[src/port_status_regs.vh]
// Offsets, field positions and reset values of the port status low bits
`ifndef PORT_STATUS_REGS_VH
`define PORT_STATUS_REGS_VH
`define ROOT_HUB_PORT_STATUS_OFS  8'h54
`define FLD_DEVICE_ATTACHED       0
`define FLD_PORT_ENABLED          1
`define FLD_PORT_SUSPENDED        2
`define RST_PORT_ENABLED          1'b0
`define RST_PORT_SUSPENDED        1'b0
`define RST_ATTACH_LEVEL          1'b0
`endif

[src/port_status_low.v]
// Root hub port status: attach, enable and suspend bits
`include "port_status_regs.vh"
module port_status_low (
    // Clock and reset
    input  wire        clk_i,
    input  wire        sys_rst_i,
    // Register access
    input  wire [7:0]  reg_addr_i,
    input  wire        reg_wr_i,
    input  wire [31:0] reg_wdata_i,
    output reg  [2:0]  reg_rdata_o,
    // Downstream port line state (asynchronous)
    input  wire        line_attached_i,
    input  wire        line_resume_i,
    // Events from neighbouring logic (same clock)
    input  wire        non_removable_i,
    input  wire        overcurrent_i,
    input  wire        power_off_i,
    input  wire        bus_error_i,
    input  wire        port_reset_done_changed_i,
    input  wire        port_suspend_changed_i,
    input  wire        bus_resume_state_i,
    // Flags toward neighbouring logic
    output reg         attach_changed_set_o,
    output reg         enable_changed_set_o,
    output reg         resume_to_host_o
);

////////////////////////////////////////////////////////////////////////
// Line level synchronisers
reg        attach_meta_r;
reg        attach_sync_r;
reg        resume_meta_r;
reg        resume_sync_r;

// Port state and next values
reg        attach_prev_r;
reg        port_enabled_r;
reg        port_suspended_r;
reg        port_enabled_nxt;
reg        port_suspended_nxt;
reg        enable_lost;
reg        attach_changed_nxt;
reg        resume_to_host_nxt;
reg  [2:0] rdata_nxt;

// Decoded commands and events
wire       device_attached;
wire       hit;
wire       wr_clr_en;
wire       wr_set_en;
wire       wr_set_susp;
wire       detach_evt;
wire       fault_evt;
wire       enable_done;

////////////////////////////////////////////////////////////////////////
// One command bit of a register write
function cmd_bit;
    input         hit_f;
    input  [31:0] wdata_f;
    input integer pos_f;
    begin
        cmd_bit = hit_f & wdata_f[pos_f];
    end
endfunction

// A set command only takes effect on an attached port
function set_allowed;
    input cmd_f;
    input att_f;
    begin
        set_allowed = cmd_f & att_f;
    end
endfunction

// Any cause on the root hub side that takes the enable away
function fault_any;
    input oc_f;
    input pwr_f;
    input err_f;
    input det_f;
    begin
        fault_any = oc_f | pwr_f | err_f | det_f;
    end
endfunction

////////////////////////////////////////////////////////////////////////
// Non-removable port reads attached whatever the line says
assign device_attached = attach_sync_r | non_removable_i;
assign hit             = reg_wr_i & (reg_addr_i == `ROOT_HUB_PORT_STATUS_OFS);
assign wr_clr_en       = cmd_bit(hit, reg_wdata_i, `FLD_DEVICE_ATTACHED);
assign wr_set_en       = cmd_bit(hit, reg_wdata_i, `FLD_PORT_ENABLED);
assign wr_set_susp     = cmd_bit(hit, reg_wdata_i, `FLD_PORT_SUSPENDED);
// Fall of attach, so dropping the non-removable flag counts too
assign detach_evt      = attach_prev_r & ~device_attached;
assign fault_evt       = fault_any(overcurrent_i, power_off_i, bus_error_i, detach_evt);
// Resume and reset timers live elsewhere; only their flags arrive
assign enable_done     = port_reset_done_changed_i | port_suspend_changed_i;

////////////////////////////////////////////////////////////////////////
// Two stages because the attach level is asynchronous
always @(posedge clk_i) begin
    if (sys_rst_i) begin
        attach_meta_r <= `RST_ATTACH_LEVEL;
        attach_sync_r <= `RST_ATTACH_LEVEL;
    end else begin
        attach_meta_r <= line_attached_i;
        attach_sync_r <= attach_meta_r;
    end
end

// Same for the resume level
always @(posedge clk_i) begin
    if (sys_rst_i) begin
        resume_meta_r <= 1'b0;
        resume_sync_r <= 1'b0;
    end else begin
        resume_meta_r <= line_resume_i;
        resume_sync_r <= resume_meta_r;
    end
end

////////////////////////////////////////////////////////////////////////
// Enable: write set, completion set, clear write, faults, attach
always @* begin
    port_enabled_nxt = port_enabled_r;
    enable_lost      = 1'b0;
    if (set_allowed(wr_set_en, device_attached)) begin
        port_enabled_nxt = 1'b1;
    end
    if (enable_done) begin
        port_enabled_nxt = 1'b1;
    end
    if (wr_clr_en) begin
        port_enabled_nxt = 1'b0;
    end
    // Faults win over every set source
    if (fault_evt) begin
        port_enabled_nxt = 1'b0;
        enable_lost      = port_enabled_r;
    end
    // Never enabled without a device
    if (!device_attached) begin
        port_enabled_nxt = 1'b0;
        enable_lost      = port_enabled_r;
    end
end

////////////////////////////////////////////////////////////////////////
// Suspend: a clear in the same cycle beats a write set
always @* begin
    port_suspended_nxt = port_suspended_r;
    if (set_allowed(wr_set_susp, device_attached)) begin
        port_suspended_nxt = 1'b1;
    end
    if (port_suspend_changed_i) begin
        port_suspended_nxt = 1'b0;
    end
    if (port_reset_done_changed_i || bus_resume_state_i) begin
        port_suspended_nxt = 1'b0;
    end
    if (!device_attached) begin
        port_suspended_nxt = 1'b0;
    end
end

////////////////////////////////////////////////////////////////////////
// Flag and read-back values, registered below
always @* begin
    attach_changed_nxt = 1'b0;
    resume_to_host_nxt = resume_sync_r & port_suspended_r;
    rdata_nxt          = {port_suspended_nxt, port_enabled_nxt, device_attached};
    // Set commands on an empty port go to the attach-change flag
    if (!device_attached && (wr_set_en || wr_set_susp)) begin
        attach_changed_nxt = 1'b1;
    end
end

////////////////////////////////////////////////////////////////////////
// Port state
always @(posedge clk_i) begin
    if (sys_rst_i) begin
        attach_prev_r    <= 1'b0;
        port_enabled_r   <= `RST_PORT_ENABLED;
        port_suspended_r <= `RST_PORT_SUSPENDED;
    end else begin
        attach_prev_r    <= device_attached;
        port_enabled_r   <= port_enabled_nxt;
        port_suspended_r <= port_suspended_nxt;
    end
end

// Outputs from flops; read-back shows the state after this edge
always @(posedge clk_i) begin
    if (sys_rst_i) begin
        reg_rdata_o          <= 3'h0;
        attach_changed_set_o <= 1'b0;
        enable_changed_set_o <= 1'b0;
        resume_to_host_o     <= 1'b0;
    end else begin
        reg_rdata_o          <= rdata_nxt;
        attach_changed_set_o <= attach_changed_nxt;
        enable_changed_set_o <= enable_lost;
        resume_to_host_o     <= resume_to_host_nxt;
    end
end

endmodule

[config.mk]
export PLATFORM = sky130hd
export DESIGN_NAME = port_status_low
export DESIGN_NICKNAME = d
export VERILOG_FILES = /design/src/port_status_low.v
export VERILOG_INCLUDE_DIRS = /design/src /design/src/src
export SDC_FILE = /design/constraint.sdc
export NUM_CORES = 1
export LEC_CHECK = 0
export ABC_CLOCK_PERIOD_IN_PS = 900
export BUFFER_PORTS_ARGS = -buffer_cell sky130_fd_sc_hd__buf_2
export CAP_MARGIN = 20
export CORE_MARGIN = 2
export CORE_UTILIZATION = 26
export DETAILED_ROUTE_END_ITERATION = 7
export HOLD_SLACK_MARGIN = 0.06
export PLACE_DENSITY = 0.75
export SLEW_MARGIN = 0
export SYNTH_ARGS = -nofsm -noshare
export SYNTH_HDL_FRONTEND = slang
export SYNTH_SLANG_ARGS = --single-unit
[constraint.sdc]
create_clock -name clk_i -period 0.9 [get_ports clk_i]
set_input_delay 0.045 -clock clk_i [delete_from_list [all_inputs] [get_ports clk_i]]
set_output_delay 0.045 -clock clk_i [all_outputs]
set_load 0.02 [all_outputs]
* Word-level counts from Yosys, hierarchy flattened *
Cells that the tools add are included.

cells by class
  reductions and logical operators = 4
  multipliers = 0
  divide/modulo/power cells = 0
  shifts and indexed selects = 0
  bitwise logic cells = 14
  magnitude comparators = 0
  muxes and demuxes = 12
  add/subtract/negate cells = 0
  eq/ne operators = 1

operators with widths
  cell                  count
  $mux W1               12
  $and A1 B1 Y1         8
  $eq A8 B7 Y1 const B  1
  $or A1 B1 Y1          5
  $logic_or A1 B1 Y1    2
  $logic_and A1 B1 Y1   1
  $logic_not A1 Y1      1
  $not A1 Y1            1

storage, ports and cells
  bits in read-only memories = 0
  output and inout port bits = 6
  register bits after elaboration = 13
  bits in latches = 0
  RAM bits = 0
  word-level logic and storage cells = 42
  memories = 0
  bits of input ports = 52

* Logic depth before layout (Yosys ltp) *
  word-level depth = 9
  gate-level depth with buffers = 3
  gate-level depth less buffers = 3

* Worst setup path before layout *
OpenSTA, ideal clock, no wires.

  path kind = reg2reg
  start point = register attach_sync_r
  end point = register attach_changed_set_o
  data required time = 813 ps
  stages on the path, launching flop included = 3
  path slack = -6 ps
  library setup time = 87 ps
  period minus slack after synthesis = 906 ps
  path buffers = 0
  arrival time = 819 ps
  cell sequence = dfxtp_1 or2_2 nor4b_4

between the ends
  cells in the longest elaborated chain, start to end = 4

ends and longest elaborated chain
  what                    RTL line               source
  from (decl)             port_status_low.v:32   reg attach_sync_r;
  from (signal assigned)  port_status_low.v:106  attach_sync_r <= `RST_ATTACH_LEVEL;
  from (signal assigned)  port_status_low.v:109  attach_sync_r <= attach_meta_r;
  $or A1 B1 Y1            port_status_low.v:90   assign device_attached = attach_sync_r | non_removable_i;
  $logic_not A1 Y1        port_status_low.v:175  if (!device_attached && (wr_set_en || wr_set_susp)) begin
  $logic_and A1 B1 Y1     port_status_low.v:175
  $mux W1                 port_status_low.v:175
  to (signal assigned)    port_status_low.v:203  attach_changed_set_o <= attach_changed_nxt;
  to (decl)               port_status_low.v:24   output reg attach_changed_set_o,

No other way between the ends.
A chain may end at the register's enable or synchronous reset.

* Worst setup path in the final report *
  start point = input port_suspend_changed_i
  end point = register reg_rdata_o[1]

between the ends
  cells in the longest elaborated chain, start to end = 5

ends and longest elaborated chain
  what                  RTL line               source
  from (decl)           port_status_low.v:21   input wire port_suspend_changed_i,
  $or A1 B1 Y1          port_status_low.v:99   assign enable_done = port_reset_done_changed_i | port_suspend_changed_i;
  $mux W1               port_status_low.v:132  if (enable_done) begin
  $mux W1               port_status_low.v:135  if (wr_clr_en) begin
  $mux W1               port_status_low.v:139  if (fault_evt) begin
  $mux W1               port_status_low.v:144  if (!device_attached) begin
  to (signal assigned)  port_status_low.v:202  reg_rdata_o <= rdata_nxt;
  to (decl)             port_status_low.v:11   output reg [2:0] reg_rdata_o,

No other way between the ends.

==> impl_metrics.toml <==
[sta]
setup_tns_ns = -0.0271
setup_viol = 1
max-slew-margin-rel_pct = 81.7
period_share_pct = 103
report.final.slew_viol_count = 0
hold_violations = 0
tightest_slew_ns = 0.272
setup_slack_ns = -0.0271
max_freq_mhz = 1080
fin_worst_skew_ns = 0.00643
layout_min_cycle_time_ns = 0.927
rsz0062_at_grt = "true"

[floorplanning]
rows = 14
start_util_pct = 27.7
die_h_microns = 44.1
die-area_sq_um = 1940
die_w_microns = 44.1
core_sq_um = 1510
ioPinCount = 58

[critical_path]
r2r_cells = 2
r2r-end = "attach_changed_set_o"
crit_start = "port_suspend_changed_i"
required_ns = 1.04
r2r_slack_ns = 0.03
crit_end = "reg_rdata_o[1]"
cp-end-kind = "register"
reg2reg_from = "attach_sync_r"
crit_fanout = 2
path_class = "primary input to register"
worstPathArrival_ns = 1.07
critPathLaunchType = "primary input"

[clock_network]
cts_tree = "done"
numCtsBuffers = 3
cts-root-buf = "clkbuf_4"
post_cts_buffers = 0
clk_pin_slew_ns = 0.06
htree_levels = 1
clk_latency_ns = 0.26
clockBufferDepth = 2
cts_sinks = 10

[place]
dp_hpwl_microns = 707
dpl_cell_area_sq_um = 566
port_buffers = 28
place_inst = 81
gp_congestion = 0.740

[run_status]
violations = "negative setup slack"
outcome = "finished with violations"

[final_layout]
fin_nets = 128
drive_gt1_share_pct = 54.1
design_area_sq_um = 654
antenna_cells = 0
stdcell_count = 90
nFillCells = 149
area_growth_pct = 56.6

[synthesis]
seq_area_frac_synth_pct = 47.9
synth_cell_types = 20
syn_nets = 91
synthSimpleGateAreaFrac_pct = 35.6
muxShareOfSynthArea_pct = 0
synth_ff_type = "dfxtp_1"
synthAdderAreaFrac_pct = 0
avgSynthCellArea_sq_um = 10.7
synth_compound_area_share_pct = 10.2
netlist.area_leader.share_pct = 47.9
ys_top_cells_by_count = "10 x dfxtp_1, 4 x nor2b_1, 3 x buf_4, 3 x nor3_1"
syn_inst = 39
synthXorXnorAreaFrac_pct = 0
synth_async_sr_flop_share_pct = 0
netlist_area_sq_um = 418
synthTopCellsByArea = "dfxtp_1 48%, nor2b_1 6.0%, nor4b_4 5.7%"
synth_edf_count = 0
ys_ff_latch = 10
synth_top_family_by_area = "simple AND/OR/NAND/NOR gates"
netlist.top_cell.by_area = "dfxtp_1"
yosysMostFrequentCell = "dfxtp_1"
ys_warn_count = 0

[drt]
drt-pass1-iter-count = 2
totalWireLength_microns = 921
ant_nets = 0
avgRoutedWirePerCell_microns = 10.2
num_vias = 400
first_iter_violations = 11
viasPerCell = 4.44
drc = 0

[grt]
grt_max_degree = 8
antenna_found_initial = 0
grt_overflow_total = 0
grt_first_pass_wirelength_microns = 1500
track_usage_pct = 10.8
grt_pass1_vias = 409

[pwr]
powerDensity_nw_per_um2 = 1340
p_leak_nw = 0.304
ir_drop_mv = 0.876

[worst_hold_path]
hold_path_class = "primary input to register"
min_path_cells = 4

[run]
maxCapViolations = 0
==> per-stage QoR <==
stage / total power, mW / utilization (%) / setup WS [ns] / hold slack (ns)
6_report: 0.877 / 43.4 / -0.0271 / 0.0552
5_1_grt: 0.923 / 43.4 / -0.0242 / 0.0701
4_1_cts: 0.887 / 43.0 / 0.0182 / 0.0512
3_5_place_dp: 0.576 / 37.5 / -0.0201 / 0.232
3_3_place_gp: 0.572 / 37.5 / 0.00657 / 0.228
2_1_floorplan: 0.514 / - / 0.0613 / 0.116
==> repair_timing <==
action                                 in CTS  in global routing
endpoints found under the hold margin       4                  0
hold buffers                                6                  0
setup endpoints to repair                   0                  3
resized for setup                           0                  2
==> cells in the final DEF (no fill, tap or decap), types with 2 or more instances in the layout <==
cell type       n
clkbuf_4        3
dlygate4sd3_1   6
a21oi_1         2
nand4_1         2
nand2_1         2
dfxtp_1         9
nor2b_1         4
buf_2          28
nor3_1          2
nor3_2          2
==> worst min-delay path by stage <==
stage / startpoint / to
CTS: bus_error_i / reg_rdata_o[1]
global placement: reg_wdata_i[0] / reg_rdata_o[1]
detailed placement: reg_wdata_i[0] / reg_rdata_o[1]
finish: bus_error_i / reg_rdata_o[1]
floorplan: sys_rst_i / attach_changed_set_o
global route: bus_error_i / reg_rdata_o[1]
==> area by class of cell <==
cell class	count	area (sq um)	share of cell area (%)
inverter	1	3.75	0.574
timing repair buffer	35	208	31.7
sequential	10	201	30.8
tap	16	20.0	3.06
multi-input combinational	25	199	30.4
clock buffer	3	22.5	3.44
==> registers in the layout, indices dropped and copies added (netlist names) <==
signal,cells
resume_to_host_o,1
resume_sync_r,1
attach_meta_r,1
port_suspended_r,1
enable_changed_set_o,1
attach_sync_r,1
reg_rdata_o,2
resume_meta_r,1
attach_changed_set_o,1
==> report_power, final <==
part / internal [mW] / switching (mW)
combinational: 0.0784 / 0.0509
sequential: 0.455 / 0.00374
clock: 0.154 / 0.135
==> cells by family (layout without fill, tap and decap cells) <==
group	count (synthesis)	after routing
simple gates	20	20
compound gates	5	5
flops	10	10
buf+inv	4	39
==> layer usage <==
metal	wire, microns	track usage (%)
met1	331	10.4
met2	504	18.5
met4	0	3.64
met5	0	0
met3	85	6.94
==> critical path, cell delays in order <==
cell	delay, ns
dlygate4sd3_1	0.54
buf_2	0.14
nor3_1	0.26
a221oi_2	0.09
No activity file was read; power rests on OpenSTA's default activity.
